$ cat src/shared/exc_defs.vh
`ifndef EXC_DEFS_VH
`define EXC_DEFS_VH
`define SR_T_BIT        15
`define SR_S_BIT        13
`define SR_MASK_HI      10
`define SR_MASK_LO      8
`define SR_RESET_VAL    16'h2700
`define VEC_RESET       8'h00
`define VEC_BUS_ERR     8'h02
`define VEC_ADDR_ERR    8'h03
`define VEC_ILLEGAL     8'h04
`define VEC_ZERO_DIV    8'h05
`define VEC_BOUNDS      8'h06
`define VEC_OVF_TRAP    8'h07
`define VEC_PRIV        8'h08
`define VEC_TRACE       8'h09
`define VEC_LINE_A      8'h0a
`define VEC_LINE_F      8'h0b
`define VEC_UNINIT      8'h0f
`define VEC_SPURIOUS    8'h18
`define VEC_TRAP_BASE   8'h20
`define FC_SUP_DATA     3'h5
`define FC_SUP_PROG     3'h6
`define FC_INT_ACK      3'h7
`define REG_CTRL        12'h000
`define REG_STATUS      12'h004
`define REG_SR          12'h008
`define REG_PC          12'h00c
`define REG_STACK       12'h010
`define REG_VECTOR      12'h014
`define REG_REQ         12'h018
`define REG_AUX         12'h01c
`endif

$ cat src/exc_arbiter.v
`include "exc_defs.vh"
module exc_arbiter (
  input  wire [10:0] req,
  input  wire [3:0]  trap_num,
  input  wire [2:0]  irq_level,
  output reg  [3:0]  sel,
  output reg  [7:0]  vec
);
  // req bits: 0 reset 1 buserr 2 addrerr 3 trace 4 irq 5 illegal
  // 6 priv 7 line_a 8 line_f 9 trap 10 group-2 other (via trap_num)
  always @* begin
    sel = 4'hf;
    vec = 8'h00;
    if (req[0]) begin
      sel = 4'h0;
      vec = `VEC_RESET;
    end else if (req[1]) begin
      sel = 4'h1;
      vec = `VEC_BUS_ERR;
    end else if (req[2]) begin
      sel = 4'h2;
      vec = `VEC_ADDR_ERR;
    end else if (req[3]) begin
      sel = 4'h3;
      vec = `VEC_TRACE;
    end else if (req[4]) begin
      sel = 4'h4;
      vec = 8'h00;
    end else if (req[5]) begin
      sel = 4'h5;
      vec = `VEC_ILLEGAL;
    end else if (req[6]) begin
      sel = 4'h6;
      vec = `VEC_PRIV;
    end else if (req[7]) begin
      sel = 4'h7;
      vec = `VEC_LINE_A;
    end else if (req[8]) begin
      sel = 4'h8;
      vec = `VEC_LINE_F;
    end else if (req[9]) begin
      sel = 4'h9;
      vec = `VEC_TRAP_BASE + {4'h0, trap_num};
    end else if (req[10]) begin
      sel = 4'ha;
      case (trap_num[1:0])
        2'd0:    vec = `VEC_ZERO_DIV;
        2'd1:    vec = `VEC_BOUNDS;
        2'd2:    vec = `VEC_OVF_TRAP;
        default: vec = `VEC_UNINIT;
      endcase
    end
  end
endmodule

$ cat src/exception_sequencer.v
`include "exc_defs.vh"
// Function
// - four steps: status, vector, save, load
// - copy status, set supervisor, clear trace
// - mask changes only reset and interrupt
// - vectors two words, reset four
// - data space vectors, reset program space
// - eight-bit vector, address is times four
// - vector to bits 9..2, rest zero
// - table spans bytes 0 to 1023
// - fixed internal vector numbers
// - autovectors 25-31, spurious 24
// - interrupt vector read as acknowledge
// - push pc and saved status, not reset
// - bus/address error push extra words
// - load new pc from vector, resume
// - group 0 aborts, starts next cycle
// - group 1 waits for instruction end
// - group 2 raised by instruction execution
// - group 0 over 1 over 2
// - trace, then interrupt, then illegal/privilege
// - trace then interrupt before resuming
// - bus error beats trap, trap dropped
// - odd word access, privilege, illegal trap
// - pushes always use supervisor stack pointer
// - acknowledge shows level on address bus
module exception_sequencer (
  input  wire        pclk,
  input  wire        presetn,
  input  wire        psel,
  input  wire        penable,
  input  wire        pwrite,
  input  wire [11:0] paddr,
  input  wire [31:0] pwdata,
  output reg  [31:0] prdata,
  output wire        pready,
  output wire        pslverr,
  output reg  [23:0] mem_addr,
  output reg  [2:0]  mem_fc,
  output reg         mem_req,
  output reg         mem_we,
  output reg  [15:0] mem_wdata,
  input  wire [15:0] mem_rdata,
  input  wire        mem_ack,
  input  wire        mem_berr,
  input  wire        mem_avec,
  output reg         busy,
  output reg         halted
);
  localparam S_IDLE = 3'd0;
  localparam S_STAT = 3'd1;
  localparam S_VEC  = 3'd2;
  localparam S_SAVE = 3'd3;
  localparam S_LOAD = 3'd4;
  localparam S_HALT = 3'd5;

  reg [2:0]  state_q;
  reg [15:0] sr_q;
  reg [15:0] sr_copy_q;
  reg [31:0] pc_q;
  reg [31:0] stack_q;
  reg [31:0] fault_addr_q;
  reg [15:0] fault_ir_q;
  reg [7:0]  vec_q;
  reg [3:0]  cur_q;
  reg [2:0]  lvl_q;
  reg [10:0] pend_q;
  reg [3:0]  trap_num_q;
  reg [2:0]  irq_lvl_q;
  reg [2:0]  step_q;
  reg [1:0]  sub_q;
  reg        in_bus_q;
  reg        instr_end_q;
  reg        odd_word_q;
  reg        priv_instr_q;

  wire [3:0] sel;
  wire [7:0] arb_vec;
  wire       go_g0;
  wire       go_any;
  wire       apb_wr;
  wire [23:0] vec_byte_addr;

  exc_arbiter u_arb (
    .req       (pend_q),
    .trap_num  (trap_num_q),
    .irq_level (irq_lvl_q),
    .sel       (sel),
    .vec       (arb_vec)
  );

  function [23:0] vec_addr;
    input [7:0] v;
    begin
      vec_addr = {14'h0000, v, 2'b00};
    end
  endfunction

  // group 0 needs no instruction boundary
  assign go_g0  = |pend_q[2:0];
  assign vec_byte_addr = vec_addr(vec_q);
  // group 1/2 wait for instruction end
  assign go_any = go_g0 | ((|pend_q[10:3]) & instr_end_q);
  assign apb_wr = psel & penable & pwrite;
  assign pready = 1'b1;
  assign pslverr = 1'b0;

  // decode of software-raised events; odd word access and privilege
  // checks are resolved here so software just reports the condition
  wire [10:0] raise;
  assign raise = (apb_wr && paddr == `REG_REQ) ?
    (pwdata[10:0] | {4'h0, pwdata[16] & ~sr_q[`SR_S_BIT], 3'h0,
     pwdata[17], 2'b00}) : 11'h000;

  always @(posedge pclk or negedge presetn) begin
    if (!presetn) begin
      state_q      <= S_STAT;
      sr_q         <= `SR_RESET_VAL;
      sr_copy_q    <= 16'h0000;
      pc_q         <= 32'h0;
      stack_q      <= 32'h0;
      fault_addr_q <= 32'h0;
      fault_ir_q   <= 16'h0000;
      vec_q        <= 8'h00;
      cur_q        <= 4'h0;
      lvl_q        <= 3'h0;
      // reset entry starts in S_STAT, so nothing is left pending
      pend_q       <= 11'h000;
      trap_num_q   <= 4'h0;
      irq_lvl_q    <= 3'h0;
      step_q       <= 3'h0;
      sub_q        <= 2'h0;
      in_bus_q     <= 1'b0;
      instr_end_q  <= 1'b0;
      odd_word_q   <= 1'b0;
      priv_instr_q <= 1'b0;
      mem_addr     <= 24'h0;
      mem_fc       <= 3'h0;
      mem_req      <= 1'b0;
      mem_we       <= 1'b0;
      mem_wdata    <= 16'h0000;
      busy         <= 1'b1;
      halted       <= 1'b0;
    end else begin
      // the S_STAT clear wins over a set written the same cycle
      if (apb_wr && paddr == `REG_CTRL)
        instr_end_q <= pwdata[0];
      if (apb_wr && paddr == `REG_AUX) begin
        trap_num_q <= pwdata[3:0];
        irq_lvl_q  <= pwdata[10:8];
      end
      if (apb_wr && paddr == `REG_PC && state_q == S_IDLE)
        pc_q <= pwdata;
      if (apb_wr && paddr == `REG_SR && state_q == S_IDLE)
        sr_q <= pwdata[15:0];
      if (apb_wr && paddr == `REG_VECTOR) begin
        fault_addr_q <= pwdata;
        fault_ir_q   <= pwdata[31:16];
      end
      pend_q <= pend_q | raise;
      case (state_q)
        S_IDLE: begin
          busy <= 1'b0;
          if (go_any) begin
            busy   <= 1'b1;
            cur_q  <= sel;
            vec_q  <= arb_vec;
            lvl_q  <= irq_lvl_q;
            // group 0 (sel 0-2) drops a pending trap; group 1 leaves it pending
            if (sel <= 4'h2)
              pend_q <= (pend_q | raise) & ~(11'h001 << sel) & 11'h1f8
                        & ~11'h600;
            else
              pend_q <= (pend_q | raise) & ~(11'h001 << sel);
            state_q <= S_STAT;
          end
        end
        S_STAT: begin
          // copy, then supervisor on, trace off
          sr_copy_q <= sr_q;
          sr_q[`SR_S_BIT] <= 1'b1;
          sr_q[`SR_T_BIT] <= 1'b0;
          if (cur_q == 4'h0)
            sr_q[`SR_MASK_HI:`SR_MASK_LO] <= 3'h7;
          else if (cur_q == 4'h4)
            sr_q[`SR_MASK_HI:`SR_MASK_LO] <= lvl_q;
          // keep boundary so a pending irq follows trace
          if (!(cur_q == 4'h3 && pend_q[4]))
            instr_end_q <= 1'b0;
          step_q  <= 3'h0;
          state_q <= S_VEC;
        end
        S_VEC: begin
          if (cur_q != 4'h4) begin
            state_q <= (cur_q == 4'h0) ? S_LOAD : S_SAVE;
          end else if (!mem_req) begin
            mem_req  <= 1'b1;
            mem_we   <= 1'b0;
            mem_fc   <= `FC_INT_ACK;
            mem_addr <= {20'h0, lvl_q, 1'b1};
          end else if (mem_ack | mem_berr | mem_avec) begin
            mem_req <= 1'b0;
            if (mem_berr)
              vec_q <= `VEC_SPURIOUS;
            else if (mem_avec)
              vec_q <= `VEC_SPURIOUS + {5'h00, lvl_q};
            else
              vec_q <= mem_rdata[7:0];
            state_q <= S_SAVE;
          end
        end
        S_SAVE: begin
          // push pc low, pc high, status
          if (!mem_req) begin
            mem_req <= 1'b1;
            mem_we  <= 1'b1;
            mem_fc  <= `FC_SUP_DATA;
            mem_addr <= stack_q[23:0] - 24'h2;
            stack_q  <= stack_q - 32'h2;
            case (step_q)
              3'd0:    mem_wdata <= pc_q[15:0];
              3'd1:    mem_wdata <= pc_q[31:16];
              3'd2:    mem_wdata <= sr_copy_q;
              3'd3:    mem_wdata <= fault_ir_q;
              3'd4:    mem_wdata <= fault_addr_q[15:0];
              3'd5:    mem_wdata <= fault_addr_q[31:16];
              default: mem_wdata <= {11'h000, 5'h00};
            endcase
          end else if (mem_ack | mem_berr) begin
            mem_req <= 1'b0;
            if (mem_berr && (cur_q == 4'h1)) begin
              // double bus error: unusable system
              state_q <= S_HALT;
            end else if (step_q == 3'd2 && cur_q != 4'h1 &&
                         cur_q != 4'h2) begin
              step_q  <= 3'h0;
              state_q <= S_LOAD;
            end else if (step_q == 3'd6) begin
              step_q  <= 3'h0;
              state_q <= S_LOAD;
            end else begin
              step_q <= step_q + 3'h1;
            end
          end
        end
        S_LOAD: begin
          if (!mem_req) begin
            mem_req <= 1'b1;
            mem_we  <= 1'b0;
            mem_fc  <= (cur_q == 4'h0) ? `FC_SUP_PROG : `FC_SUP_DATA;
            mem_addr <= vec_addr(vec_q) + {21'h0, step_q[1:0], 1'b0};
          end else if (mem_ack | mem_berr) begin
            mem_req <= 1'b0;
            if (mem_berr) begin
              state_q <= S_HALT;
            end else begin
              if (cur_q == 4'h0 && step_q[1] == 1'b0) begin
                if (step_q[0]) stack_q[15:0] <= mem_rdata;
                else stack_q[31:16] <= mem_rdata;
              end else if (step_q[0]) begin
                pc_q[15:0] <= mem_rdata;
              end else begin
                pc_q[31:16] <= mem_rdata;
              end
              if ((cur_q == 4'h0 && step_q == 3'd3) ||
                  (cur_q != 4'h0 && step_q == 3'd1)) begin
                step_q <= 3'h0;
                state_q <= S_IDLE;
              end else begin
                step_q <= step_q + 3'h1;
              end
            end
          end
        end
        S_HALT: begin
          halted <= 1'b1;
          busy   <= 1'b1;
        end
        default: state_q <= S_IDLE;
      endcase
      // odd word (group 0) and privilege (group 1) flags set by instruction report
      odd_word_q   <= raise[2];
      priv_instr_q <= raise[6];
    end
  end

  always @* begin
    prdata = 32'h0;
    if (psel && !pwrite) begin
      case (paddr)
        `REG_CTRL:   prdata = {31'h0, instr_end_q};
        `REG_STATUS: prdata = {8'h00, vec_q, 4'h0, cur_q, 2'b00,
                               halted, busy, 1'b0, state_q};
        `REG_SR:     prdata = {16'h0000, sr_q};
        `REG_PC:     prdata = pc_q;
        `REG_STACK:  prdata = stack_q;
        `REG_VECTOR: prdata = {22'h0, vec_byte_addr[9:0]};
        `REG_REQ:    prdata = {21'h0, pend_q};
        default:     prdata = 32'h0;
      endcase
    end
  end
endmodule

$ cat config.mk
export PLATFORM = sky130hd
export DESIGN_NAME = exception_sequencer
export DESIGN_NICKNAME = d
export VERILOG_FILES = /design/src/exc_arbiter.v /design/src/exception_sequencer.v
export VERILOG_INCLUDE_DIRS = /design/src /design/src/shared
export SDC_FILE = /design/constraint.sdc
export NUM_CORES = 1
export LEC_CHECK = 0
export BUFFER_PORTS_ARGS = -buffer_cell sky130_fd_sc_hd__buf_2
export CORE_ASPECT_RATIO = 1.1
export CORE_MARGIN = 2
export CORE_UTILIZATION = 34
export CTS_CLUSTER_SIZE = 10
export DETAILED_ROUTE_END_ITERATION = 8
export GPL_ROUTABILITY_DRIVEN = 0
export PLACE_DENSITY_LB_ADDON = 0.3
export SLEW_MARGIN = 40
export SYNTH_ARGS = -nofsm -noshare
export SYNTH_HDL_FRONTEND = slang
export SYNTH_SLANG_ARGS = --single-unit
$ cat constraint.sdc
create_clock -name pclk -period 3.9 [get_ports pclk]
set_input_delay 0.78 -clock pclk [delete_from_list [all_inputs] [get_ports pclk]]
set_output_delay 0.78 -clock pclk [all_outputs]
set_load 0.01 [all_outputs]
; Word-level counts from Yosys, hierarchy flattened
; Index checks and enable logic that the tools add are counted.
[totals]
ff_bits = 231
input_bits = 68
out_inout_bits = 81
wordCells = 248
[op_classes]
n_addsub = 6
n_lt_le_gt_ge = 1
eq_ne = 46
shifts = 1
n_mux = 110
bitwise_logic = 15
n_reduce_logical = 44
[ops]
columns = cell, count
row1 = 32-bit two-way mux, 12
row2 = 32-bit one-hot mux with 7 select lines, 1
row3 = 8-bit two-way mux, 17
row4 = 24-bit two-way mux, 4
row5 = 16-bit one-hot mux with 6 select lines, 1
row6 = 3-bit two-way mux, 31
row7 = 16-bit two-way mux, 5
row8 = 24-bit one-hot mux with 3 select lines, 1
row9 = 32-bit one-hot mux with 2 select lines, 1
row10 = 12-bit by 5-bit == test with 1-bit output (second input constant), 4
row11 = 11-bit two-way mux, 4
row12 = 4-bit two-way mux, 10
row13 = 2-bit inequality test (second input constant), 16
row14 = 32-bit by 2-bit subtractor with 32-bit output (second input constant), 1
row15 = 12-bit by 4-bit == test with 1-bit output (second input constant), 2
row16 = 24-bit by 2-bit subtractor with 24-bit output (second input constant), 1
row17 = 7-bit AND reduction, 3
row18 = 3-bit one-hot mux with 3 select lines, 2
row19 = 3-bit one-hot mux with 6 select lines, 1
row20 = 1-bit logical AND, 16
row21 = 8-bit one-hot mux with 2 select lines, 1
row22 = 3-bit == test (second input constant), 5
row23 = 1-bit two-way mux, 14
row24 = 12-bit by 3-bit == test with 1-bit output (second input constant), 1
row25 = other kinds (45), 69

; Logic depth before layout (Yosys ltp)
; Gate-level depths: netlist of run 1.
[depth]
depth_word = 17
mapped_depth = 9
ltp_nobuf = 8

; Cells and area by module
; From an unflattened synthesis of run 1, not the netlist that was laid out.
[unflattened]
hier_cells = 1227
area_unflattened_um2 = 11921.4
[modules_own_cells]
columns = module, instances, cells_each, area_per_inst_um2, seq_area_each_um2
row1 = exception_sequencer, 1, 1183, 11629.9, 5387.7
row2 = exc_arbiter, 1, 44, 291.5, 0.0

; Least setup slack after synthesis of run 1
; OpenSTA, ideal clock, no wires.
[synth_timing]
kind = input to output
from = in paddr[9]
to = out prdata[2]
arrival_ps = 2289
required_ps = 3120
slack_ps = 831
path_stages = 7
n_path_buf = 1
cell_sequence = nor2_1 and3_1 buf_2 nand3_1 nor3b_1 a222oi_1 a21oi_1
[synth_between]
elab_chain_cells = 3
elab_cells_between_ends = 9
cone_classes = 6 x eq/ne / 2 x mux / 1 x reduce/logical
[synth_rtl]
columns = item, line_no
row1 = start: declaration, exception_sequencer.v:33  ; input wire [11:0] paddr,
row2 = "12-bit by 5-bit == test with 1-bit output, or another cell as far along", exception_sequencer.v:290  ; case (paddr)
row3 = 32-bit one-hot mux with 7 select lines (*), exception_sequencer.v:290
row4 = 32-bit two-way mux (*), exception_sequencer.v:289  ; if (psel && !pwrite) begin
row5 = end: declaration, exception_sequencer.v:35  ; output reg [31:0] prdata,
; Mark *: on every way between the ends. The rest lies on a longest branch, timed or not.

; Worst setup path after layout of run 1
[layout_timing]
from = in paddr[5]
to = out prdata[1]
; The elaborated chain is that of the path after synthesis.

==> out/metrics.csv, run 1 <==
stage;metric;value;unit
global_routing;grt_antenna_before_repair;0;
drt;drt_iter0_drc;1551;
synthesis;synth-edff-count;0;
clock_tree;cts_tree;built;
floorplan;initial_utilization;34.5;%
drt;routed_wl;42600;µm
critical_path;crit_type;in -> out;
power;power.leakage;5.92;nW
critical_path;cp_data_arrival_time;2.83;ns
floorplan;row_count;71;
global_routing;grt_pass1_vias;9967;
floorplan;boundaryPins;149;
outcome;status;completed;
timing;grt_setup_unrepaired;false;
floorplan;core;0.0342;mm²
flow_run;maxCapViolCount;0;
cells_and_area;drive_above_1_share;25.1;%
cells_and_area;fin_util;40.0;%
cells_and_area;syn_to_final_growth;15.9;%
timing;hold_viol;0;
timing;setup_tns;0;ns
power;power;8.22;mW
critical_path;end_kind;output port;
clock_tree;cts.sinks;215;
worst_hold_path;hp-class;in -> async;
synthesis;ys_async_sr_fraction;100;%
cells_and_area;antenna_cells;0;
synthesis;synth_warnings;0;
synthesis;synth_nets;1287;
power;vdd_drop_max;0.341;mV
clock_tree;clkLatencyLatePin;0.54;ns
synthesis;synth_cell_type_count;83;
timing;fin_skew;0.0143;ns
timing;tightest_slew;0.806;ns
timing;fmaxAchievable;277;MHz
synthesis;synth_seq_cells;215;
timing;final-setup-viol-count;0;
critical_path;startpoint_type;primary input;
synthesis;syn_inst;1211;
cells_and_area;final_common_cell;dfrtp_1;
timing;timing.final.crit_period;3.61;ns
clock_tree;cts_made_buffers;26;
drt;drt-wirelength-per-cell;24.2;µm
critical_path;startpoint;paddr[5];
drt;drt-pass1-iter-count;9;
floorplan;die_x;182;µm
cells_and_area;mostFrequentLayoutCells;dfrtp_1 (209), nand2_1 (145), buf_2 (145);
global_routing;grt_pass1_wl;63600;µm
cells_and_area;design_area;0.0137;mm²
place;numPortBuffers;146;
timing;post-route-period-util;92.5;%
clock_tree;cts_root_buf;clkbuf_16;
timing;maxSlewHeadroom;46.3;%
cells_and_area;fillers;3370;
global_routing;grt_usage;23.1;%
timing;fin_hold_ws;0.0854;ns
floorplan;die-area;0.0363;mm²
place;dp_hpwl;31200;µm
floorplan;die_h;199;µm
clock_tree;clockBufferDepth;3;
place;postPlaceCellArea;0.0129;mm²
global_routing;grt-ovfl-total;0;
drt;viasPerCell;5.99;
drt;route.detailed.drc;0;
clock_tree;htree_num_levels;1;
cells_and_area;nets;1388;
timing;maxSlewViolCount;0;
synthesis;ys_seq_area_share;45.6;%
critical_path;r2r-start;state_q[0];
global_routing;grt_max_degree;96;
clock_tree;clkTransAtPathRegs;0.06;ns
critical_path;path_max_fanout;12;
synthesis;avgSynthCellArea;9.75;µm²
synthesis;synthesis.area;0.0118;mm²
clock_tree;cts_resized;0;
clock_tree;postCtsHoldBufs;0;
power;power_density;600;mW/mm²
clock_tree;cts_setup_buffers;0;
drt;vias;10555;
synthesis;yosys_most_used_dff;dfrtp_1;
critical_path;worst_ep_required_time;3.12;ns
drt;ant_nets;0;
[logic make-up after synthesis]
kind of cell,share of synthesized area (%)
AOI/OAI and AO/OA,20.7
xor gates and xnor gates,2.00
adders and majority gates,0.847
buffers and inverters,4.48
DFF,45.6
muxes,11.6
other,0.0636
and+or+nand+nor,14.7
[registers in the layout (all words and copies together) (netlist names)]
name / count
mem_addr: 24
instr_end_q: 1
pc_q: 32
busy: 1
mem_we: 1
lvl_q: 3
mem_fc: 3
cur_q: 4
sr_copy_q: 16
fault_addr_q: 32
vec_q: 8
sr_q: 16
state_q: 3
step_q: 3
trap_num_q: 4
pend_q: 11
mem_wdata: 16
irq_lvl_q: 3
halted: 1
mem_req: 1
stack_q: 32
[area by class of cell]
| type | instances | area [µm²] | share of cell area [%] |
|---|---|---|---|
| clock buffers | 39 | 761 | 5.56 |
| clock inverters | 2 | 10.0 | 0.0731 |
| inverters | 18 | 67.6 | 0.494 |
| multi-input cells | 881 | 5960 | 43.6 |
| flip-flops and latches | 215 | 5390 | 39.4 |
| well taps | 438 | 548 | 4.00 |
| repair buffers | 170 | 953 | 6.96 |
[path summary, 6_finish.rpt]
check	endpoint	depth (start not counted)	slack, ns
worst max-delay path	prdata[1]	7	0.29
worst min register to register	mem_fc[2]	1	0.46
worst min-delay path	pc_q[0]	1	0.09
min in group pclk	mem_fc[2]	1	0.46
worst max register to register	stack_q[28]	6	1.10
max in group asynchronous	sr_copy_q[7]	3	2.74
[through the flow]
stage	cells	setup WS, ns
final	1763	0.292
after CTS	1762	0.390
after floorplan	1211	0.831
after global routing	1763	0.216
after global placement	1721	0.428
after detailed placement	1721	0.416
[metal layers]
metal | GRT usage (%) | vias to the layer above | part of all wire [%]
met2 | 38.0 | 530 | 47
li1 | - | 4676 | -
met4 | 8.82 | 0 | 4.1
met1 | 30.8 | 5254 | 40
met3 | 3.75 | 95 | 7.9
met5 | 0 | - | 0
[cells in the mapped netlist (4+ instances only)]
| master | number | area share, % |
|---|---|---|
| dfstp_2 | 6 | 1.3 |
| a222oi_1 | 32 | 2.7 |
| nor2_1 | 104 | 3.3 |
| or3_1 | 5 | 0.26 |
| ha_1 | 8 | 0.85 |
| nor3_1 | 18 | 0.76 |
| o22a_1 | 11 | 0.82 |
| a22o_1 | 22 | 1.6 |
| nor4_1 | 13 | 0.69 |
| nor2b_1 | 6 | 0.32 |
| o22ai_1 | 9 | 0.48 |
| o21ai_1 | 25 | 1.1 |
| nand3_1 | 12 | 0.51 |
| a21oi_1 | 75 | 3.2 |
| xor2_1 | 10 | 0.74 |
| a221oi_1 | 9 | 0.67 |
| nand4_1 | 5 | 0.26 |
| inv_1 | 18 | 0.57 |
| mux2_2 | 85 | 8.1 |
| clkbuf_1 | 60 | 1.9 |
| a31oi_1 | 13 | 0.69 |
| nand3b_1 | 4 | 0.25 |
| nand2b_1 | 7 | 0.37 |
| o21ai_0 | 67 | 2.8 |
| xnor2_1 | 17 | 1.3 |
| buf_2 | 23 | 0.97 |
| nand2_1 | 145 | 4.6 |
| a22oi_1 | 29 | 1.8 |
| a2bb2oi_1 | 5 | 0.37 |
| mux2i_1 | 41 | 3.5 |
| and3_1 | 7 | 0.37 |
| a21o_1 | 9 | 0.57 |
| o31a_1 | 5 | 0.37 |
| buf_6 | 7 | 0.67 |
| dfrtp_1 | 209 | 44 |
| nor3_2 | 4 | 0.34 |
| o31ai_1 | 5 | 0.32 |
| a32oi_1 | 4 | 0.30 |
[critical path, cell delays in order]
cell and delay, ns:
buf_2 0.11, nor3_2 0.36, and3_1 0.34, and2_1 0.57, a222oi_1 0.19, a21oi_1 0.28
buf_2 0.19
[report_power, final]
part	total, mW	internal [mW]	switching [mW]	leakage (nW)
clock network	2.25	1.32	0.929	0.379
logic	2.43	0.941	1.49	2.77
registers	3.53	2.70	0.831	2.77
Power figures use the tool's default switching activity.
==> run 2, diff against run 1 <==
- BUFFER_PORTS_ARGS: -buffer_cell sky130_fd_sc_hd__buf_2 -> default
- CORE_ASPECT_RATIO: 1.1 -> default
- DONT_BUFFER_PORTS: default -> 1
==> run 2 against run 1 <==
  * The flow now finishes with violations (hold timing)
  * Global-route usage shrank 0.18 points
  * First-iteration DRC count shrank 20%
  * Die area is essentially flat
  * Non-clock buffer count shrank 113
  * Sequential share of layout area grew 1.5 points
  * Fmax grew 0.52%
  * Clock power grew 3%
  * Cell area shrank 3.6%
  * Hold slack lost 0.14 ns
  * Combinational power shrank 19%
  * Power shrank 3.5%
  * Largest cell class unchanged
  * Largest power group unchanged
==> out/metrics.csv, run 2 (synthesis gave the netlist of run 1 again) <==
stage;metric;value;unit;change
power;seqPwrFrac;45.8;%;was 43.0%
critical_path;crit_type;in -> out;;unchanged
global_routing;grt_pass1_vias;9637;;was 9,967
place;postPlaceCellArea;0.0124;mm²;was 0.0129 mm²
critical_path;path_max_fanout;13;;was 12
timing;hold_viol;61;;was 0
cells_and_area;drive_above_1_share;17.6;%;was 25.1%
power;swShare;38.6;%;was 39.5%
clock_tree;htree_num_levels;1;;unchanged
floorplan;die-area;0.0363;mm²;about the same
timing;setup_tns;0;ns;unchanged
clock_tree;cts_setup_buffers;0;;unchanged
timing;grt_setup_unrepaired;false;;unchanged
critical_path;cp_num_buf_inv;1;;was 2
global_routing;grt_busiest_layer;met2;;unchanged
timing;final-setup-viol-count;0;;unchanged
cells_and_area;nets;1275;;was 1,388
global_routing;use_met2;35.3;%;was 38.0%
power;power_switching;3.06;mW;was 3.25 mW
outcome;violations;hold timing;;
global_routing;grt_pass1_wl;63000;µm;was 63,600 µm
critical_path;worst_ep_required_time;3.12;ns;about the same
power;vdd_drop_max;0.321;mV;was 0.341 mV
timing;fin_skew;0.0136;ns;was 0.0143 ns
cells_and_area;reg_top3;fault_addr_q x32, pc_q x32, stack_q x32;;unchanged
outcome;status;complete, but fails checks;;was completed
clock_tree;clockBufferDepth;3;;unchanged
drt;viasPerCell;5.96;;was 5.99
critical_path;slowest_stage;nor3_4;;was and2_1
timing;timing.final.crit_period;3.59;ns;was 3.61 ns
floorplan;initial_utilization;34.4;%;was 34.5%
drt;vias;9994;;was 10,555
floorplan;die_h;190;µm;was 199 µm
power;internal-power;4.87;mW;was 4.97 mW
floorplan;die_x;190;µm;was 182 µm
timing;fin_hold_ws;-0.0530;ns;was 0.0854 ns
critical_path;slowest_delay;0.55;ns;was 0.57 ns
critical_path;cp_data_arrival_time;2.81;ns;was 2.83 ns
drt;drt_iter0_drc;1242;;was 1,551
place;dp_hpwl;30400;µm;was 31,200 µm
cells_and_area;design_area;0.0132;mm²;was 0.0137 mm²
floorplan;row_count;68;;was 71
global_routing;grt-ovfl-total;0;;unchanged
floorplan;boundaryPins;149;;unchanged
clock_tree;cts.sinks;215;;unchanged
drt;ant_nets;0;;unchanged
drt;drt-wirelength-per-cell;25.1;µm;was 24.2 µm
cells_and_area;syn_to_final_growth;11.7;%;was 15.9%
clock_tree;cts_resized;0;;unchanged
critical_path;cp_top_family;simple AND/OR/NAND/NOR gates;;unchanged
power;power.leakage;5.43;nW;was 5.92 nW
drt;route.detailed.drc;0;;unchanged
clock_tree;cts_root_buf;clkbuf_16;;unchanged
cells_and_area;final_common_cell;dfrtp_1;;unchanged
clock_tree;cts_tree;built;;unchanged
timing;post-route-period-util;92.0;%;was 92.5%
global_routing;grt_max_degree;216;;was 96
clock_tree;clkLatencyLatePin;0.53;ns;was 0.54 ns
worst_hold_path;hp-class;in -> async;;unchanged
cells_and_area;fillers;3452;;was 3,370
timing;tightest_slew;0.795;ns;was 0.806 ns
clock_tree;cts_made_buffers;26;;unchanged
power;power;7.93;mW;was 8.22 mW
timing;maxSlewHeadroom;46.6;%;was 46.3%
power;power_density;601;mW/mm²;was 600 mW/mm²
timing;maxSlewViolCount;0;;unchanged
flow_run;maxCapViolCount;0;;unchanged
drt;drt-pass1-iter-count;9;;unchanged
global_routing;grt_usage;23.0;%;was 23.1%
critical_path;end_kind;output port;;unchanged
power;p_comb_share;25.0;%;was 29.6%
clock_tree;clkTransAtPathRegs;0.06;ns;about the same
timing;fmaxAchievable;279;MHz;was 277 MHz
critical_path;path_cells;nor3_2 -> nand4_1 -> nor3_4 -> a222oi_1 -> a21oi_1 -> buf_4;;was buf_2 -> nor3_2 -> and3_1 -> and2_1 -> a222oi_1 -> a21oi_1 -> buf_2
critical_path;startpoint_type;primary input;;unchanged
cells_and_area;mostFrequentLayoutCells;dfrtp_1 (209), nand2_1 (145), nor2_1 (102);;was dfrtp_1 (209), nand2_1 (145), buf_2 (145)
global_routing;met3_usage;6.42;%;was 3.75%
global_routing;grt_antenna_before_repair;1;;was 0
power;clock_power_share;29.2;%;was 27.4%
drt;routed_wl;42000;µm;was 42,600 µm
floorplan;core;0.0344;mm²;was 0.0342 mm²
global_routing;grtUsageMet1;31.3;%;was 30.8%
place;numPortBuffers;0;;was 146
==> run 2: cell count changes in the layout (fill, tap and decap cells not counted), moves of 2 or more <==
| cell | previous run | this run |
|---|---|---|
| clkbuf_1 | 8 | 18 |
| clkinv_2 | 2 | 0 |
| buf_2 | 145 | 0 |
| diode_2 | 0 | 2 |
| buf_4 | 22 | 57 |
| clkbuf_8 | 4 | 1 |
==> run 2: path summary, 6_finish.rpt <==
| kind | start | endpoint | slack, ns | depth (start not counted) |
|---|---|---|---|---|
| min in group pclk | mem_rdata[2] | pc_q[18] | 0.36 | 2 |
| max in group asynchronous | presetn | busy | 3.53 | 0 |
| hold / removal | presetn | fault_addr_q[2] | -0.05 | 0 |
| setup reg to reg | state_q[1] | mem_addr[5] | 1.15 | 6 |
| hold reg to reg | irq_lvl_q[2] | lvl_q[2] | 0.50 | 1 |
| setup / recovery | paddr[5] | prdata[9] | 0.31 | 6 |
==> run 2: per-stage QoR <==
stage | utilization [%] | hold WS [ns] | setup WS (ns) | std cells
2_1_floorplan | - | 0.475 | 0.831 | 1211
3_3_place_gp | 36.0 | 0.483 | 0.521 | 1626
3_5_place_dp | 36.1 | 0.490 | 0.489 | 1626
4_1_cts | 38.4 | -0.0592 | 0.459 | 1674
5_1_grt | 38.4 | -0.0662 | 0.183 | 1674
6_report | 38.4 | -0.0530 | 0.310 | 1676
==> run 2: cell type report <==
type | instances | area [µm²] | share of cell area (%)
tap | 455 | 569 | 4.31
inverter | 18 | 67.6 | 0.512
clock buffer | 46 | 757 | 5.74
antenna | 2 | 5.00 | 0.0379
timing repair buffer | 57 | 428 | 3.24
sequential | 215 | 5390 | 40.8
clock inverter | 2 | 37.5 | 0.284
multi-input combinational | 881 | 5940 | 45.0
==> run 2: power groups by stage <==
stage	Combinational [mW]	Clock [mW]	Sequential [mW]
after detailed placement	1.96	0	3.66
after floorplan	1.72	0	3.17
after global routing	2.21	2.43	3.70
final	1.98	2.31	3.63
after CTS	1.97	2.36	3.62
after global placement	1.92	0	3.65
==> run 2: per-layer routing <==
layer  part of all wire [%]  wire length (µm)
met2                     45             18800
met1                     41             17400
met4                    3.2              1330
met3                     11              4490
met5                      0                 0
==> run 3, diff against run 2 <==
- CELL_PAD_IN_SITES_DETAIL_PLACEMENT: default -> 2
- CELL_PAD_IN_SITES_GLOBAL_PLACEMENT: default -> 2
- SYNTH_HIERARCHICAL: default -> 1
==> run 3 against run 2 <==
  * The flow still finishes with violations (hold timing)
  * Register-to-register slack worse by 0.34 ns
  * Hold slack got worse by 0.023 ns
  * Flip-flop and latch count is the same
  * Routed wire length grew 20%
  * Clock power is 5% higher
  * Core utilization rose by 0.17 points
  * Final cell count grew 0.12%
  * Die area grew 0.90%
  * Count of clock-buffer cells in the layout is the same
  * Sequential power grew 12%
  * Power grew 18%
  * Critical path depth down 1
  * Largest cell class unchanged
==> out/metrics.csv, run 3 <==
stage;metric;value;unit;change
outcome;status;complete, but fails checks;;unchanged
outcome;violations;hold timing;;unchanged
power;internal-power;5.44;mW;was 4.87 mW
critical_path;crit_type;in -> out;;unchanged
critical_path;rrSetupSlack;0.81;ns;was 1.15 ns
global_routing;grt_pass1_wl;75000;µm;was 63,000 µm
global_routing;grt_pass1_vias;11297;;was 9,637
global_routing;grt_max_degree;216;;unchanged
timing;fin_hold_ws;-0.0765;ns;was -0.0530 ns
drt;viasPerCell;6.27;;was 5.96
synthesis;synth_cell_type_count;78;;was 83
drt;vias;10519;;was 9,994
critical_path;path_max_fanout;6;;was 13
power;power_switching;3.91;mW;was 3.06 mW
timing;fin_ws;0.374;ns;was 0.310 ns
clock_tree;clockBufferDepth;3;;unchanged
drt;drt-pass1-iter-count;6;;was 9
power;power_density;702;mW/mm²;was 601 mW/mm²
clock_tree;cts.sinks;215;;unchanged
power;clock_power_share;25.9;%;was 29.2%
synthesis;synth.most_common_cell;dfrtp_1;;unchanged
critical_path;ff2ff_path_depth;7;;was 6
power;swShare;41.8;%;was 38.6%
critical_path;end_kind;output port;;unchanged
timing;fmaxAchievable;284;MHz;was 279 MHz
synthesis;syn_inst;1227;;was 1,211
timing;maxSlewHeadroom;44.0;%;was 46.6%
floorplan;core;0.0345;mm²;was 0.0344 mm²
drt;drt_iter0_drc;890;;was 1,242
clock_tree;clkLatencyLatePin;0.56;ns;was 0.53 ns
cells_and_area;nets;1277;;was 1,275
global_routing;grt-ovfl-total;0;;unchanged
floorplan;die-area;0.0366;mm²;was 0.0363 mm²
timing;setup_tns;0;ns;unchanged
critical_path;r2r-start;stack_q[1];;was state_q[1]
floorplan;die_x;191;µm;was 190 µm
place;placement.setup.worst_slack;0.406;ns;was 0.489 ns
critical_path;startpoint_type;primary input;;unchanged
floorplan;initial_utilization;34.5;%;was 34.4%
cells_and_area;reg_top3;fault_addr_q x32, pc_q x32, stack_q x32;;unchanged
clock_tree;cts_root_buf;clkbuf_16;;unchanged
synthesis;synth_top_area_share;43.9;%;was 44.3%
global_routing;grt_antenna_before_repair;2;;was 1
drt;drt-wirelength-per-cell;29.9;µm;was 25.1 µm
power;vdd_drop_max;0.347;mV;was 0.321 mV
clock_tree;clkTransAtPathRegs;0.05;ns;was 0.06 ns
timing;hold_viol;78;;was 61
synthesis;synth_area_leaders;dfrtp_1 (44%), mux2_2 (9.4%), nor2_1 (3.8%);;was dfrtp_1 (44%), mux2_2 (8.1%), nand2_1 (4.6%)
synthesis;synth-edff-count;0;;unchanged
flow_run;maxCapViolCount;0;;unchanged
worst_hold_path;hp-class;in -> async;;unchanged
drt;route.detailed.drc;0;;unchanged
timing;fin_skew;0.0115;ns;was 0.0136 ns
power;p_comb_share;30.4;%;was 25.0%
power;power.leakage;5.61;nW;was 5.43 nW
timing;post-route-period-util;90.4;%;was 92.0%
timing;grt_setup_unrepaired;false;;unchanged
floorplan;boundaryPins;149;;unchanged
critical_path;reg2reg_to;stack_q[19];;was mem_addr[5]
clock_tree;htree_num_levels;1;;unchanged
clock_tree;cts_setup_buffers;0;;unchanged
cells_and_area;drive_above_1_share;17.7;%;was 17.6%
floorplan;die_h;191;µm;was 190 µm
drt;ant_nets;0;;unchanged
synthesis;synth_seq_cells;215;;unchanged
synthesis;avgSynthCellArea;9.72;µm²;was 9.75 µm²
cells_and_area;mostFrequentLayoutCells;dfrtp_1 (209), nor2_1 (120), nand2_1 (115);;was dfrtp_1 (209), nand2_1 (145), nor2_1 (102)
critical_path;worst_ep_required_time;3.12;ns;about the same
synthesis;ys_seq_area_share;45.2;%;was 45.6%
critical_path;cp_data_arrival_time;2.75;ns;was 2.81 ns
clock_tree;cts_tree;built;;unchanged
synthesis;synthesis.area;0.0119;mm²;was 0.0118 mm²
synthesis;synth_common_cells;dfrtp_1 (209), nor2_1 (121), nand2_1 (116), mux2_2 (100), a21oi_1 (81);;was dfrtp_1 (209), nand2_1 (145), nor2_1 (104), mux2_2 (85), a21oi_1 (75)
place;dp_hpwl;35500;µm;was 30,400 µm
timing;tightest_slew;0.830;ns;was 0.795 ns
power;seqPwrFrac;43.7;%;was 45.8%
synthesis;synth_warnings;6;;was 0
global_routing;grt_usage;27.5;%;was 23.0%
cells_and_area;final_common_cell;dfrtp_1;;unchanged
place;numPortBuffers;0;;unchanged
synthesis;ys_async_sr_fraction;100;%;unchanged
clock_tree;cts_made_buffers;27;;was 26
synthesis;yosys_most_used_dff;dfrtp_1;;unchanged
timing;timing.final.crit_period;3.53;ns;was 3.59 ns
drt;routed_wl;50200;µm;was 42,000 µm
synthesis;synth_top_area_cell;dfrtp_1;;unchanged
cells_and_area;syn_to_final_growth;11.7;%;about the same
timing;final-setup-viol-count;0;;unchanged
clock_tree;cts_resized;0;;unchanged
timing;maxSlewViolCount;0;;unchanged
floorplan;row_count;68;;unchanged
-- run 3: layout make-up --
class | count | area, µm²
Sequential cell | 215 | 5390
Fill cell | 3780 | 21200
Clock buffer | 46 | 807
Inverter | 24 | 90.1
Antenna cell | 1 | 2.50
Multi-Input combinational cell | 888 | 6080
Clock inverter | 4 | 35.0
Tap cell | 455 | 569
Timing Repair Buffer | 45 | 350
-- run 3: power by group through the flow --
stage | logic (mW) | clock network [mW] | registers (mW)
final | 2.84 | 2.42 | 4.08
after global routing | 3.15 | 2.56 | 4.18
after CTS | 2.85 | 2.46 | 4.06
after detailed placement | 2.82 | 0 | 4.09
after global placement | 2.71 | 0 | 4.07
after floorplan | 2.24 | 0 | 3.40
-- run 3: worst max path at each step --
stage                      end      from  cells past startpoint
floorplan            prdata[2]  paddr[9]                      5
global placement    prdata[10]  paddr[1]                      5
detailed placement  prdata[10]  paddr[1]                      5
CTS                 prdata[10]  paddr[1]                      5
global route         prdata[0]  paddr[9]                      7
finish              prdata[10]  paddr[1]                      5
-- run 3: stage by stage --
stage	hold slack, ns	std cells	total power [mW]	cell area [µm²]	util [%]
floorplan	0.452	1229	5.64	11900	-
global placement	0.463	1627	6.78	12500	36.1
detailed placement	0.474	1627	6.91	12500	36.1
CTS	-0.0881	1677	9.37	13300	38.5
global route	-0.0944	1677	9.89	13300	38.5
finish	-0.0765	1678	9.35	13300	38.6
-- run 3: cell families after synthesis --
| kind of cell | Yosys count | share of synthesized area (%) |
|---|---|---|
| adders and majority gates | 8 | 0.840 |
| muxes | 117 | 10.9 |
| other | 3 | 0.0945 |
| xor gates and xnor gates | 27 | 1.98 |
| buffers and inverters | 126 | 4.42 |
| DFF | 215 | 45.2 |
| AOI/OAI and AO/OA | 357 | 21.4 |
| and+or+nand+nor | 374 | 15.2 |
-- run 3: worst max-delay path, cell delays in order --
cell,delay [ns]
or4b_2,0.73
nor4_4,0.49
a222oi_1,0.20
a21oi_1,0.34
buf_4,0.19
-- run 3: metal layers --
metal / global-route usage, % / vias up / wire (µm)
met2: 45.0 / 327 / 24000
met5: 0 / - / 14
li1: - / 4554 / -
met4: 9.44 / 2 / 1820
met3: 5.56 / 106 / 3250
met1: 36.1 / 5530 / 21100
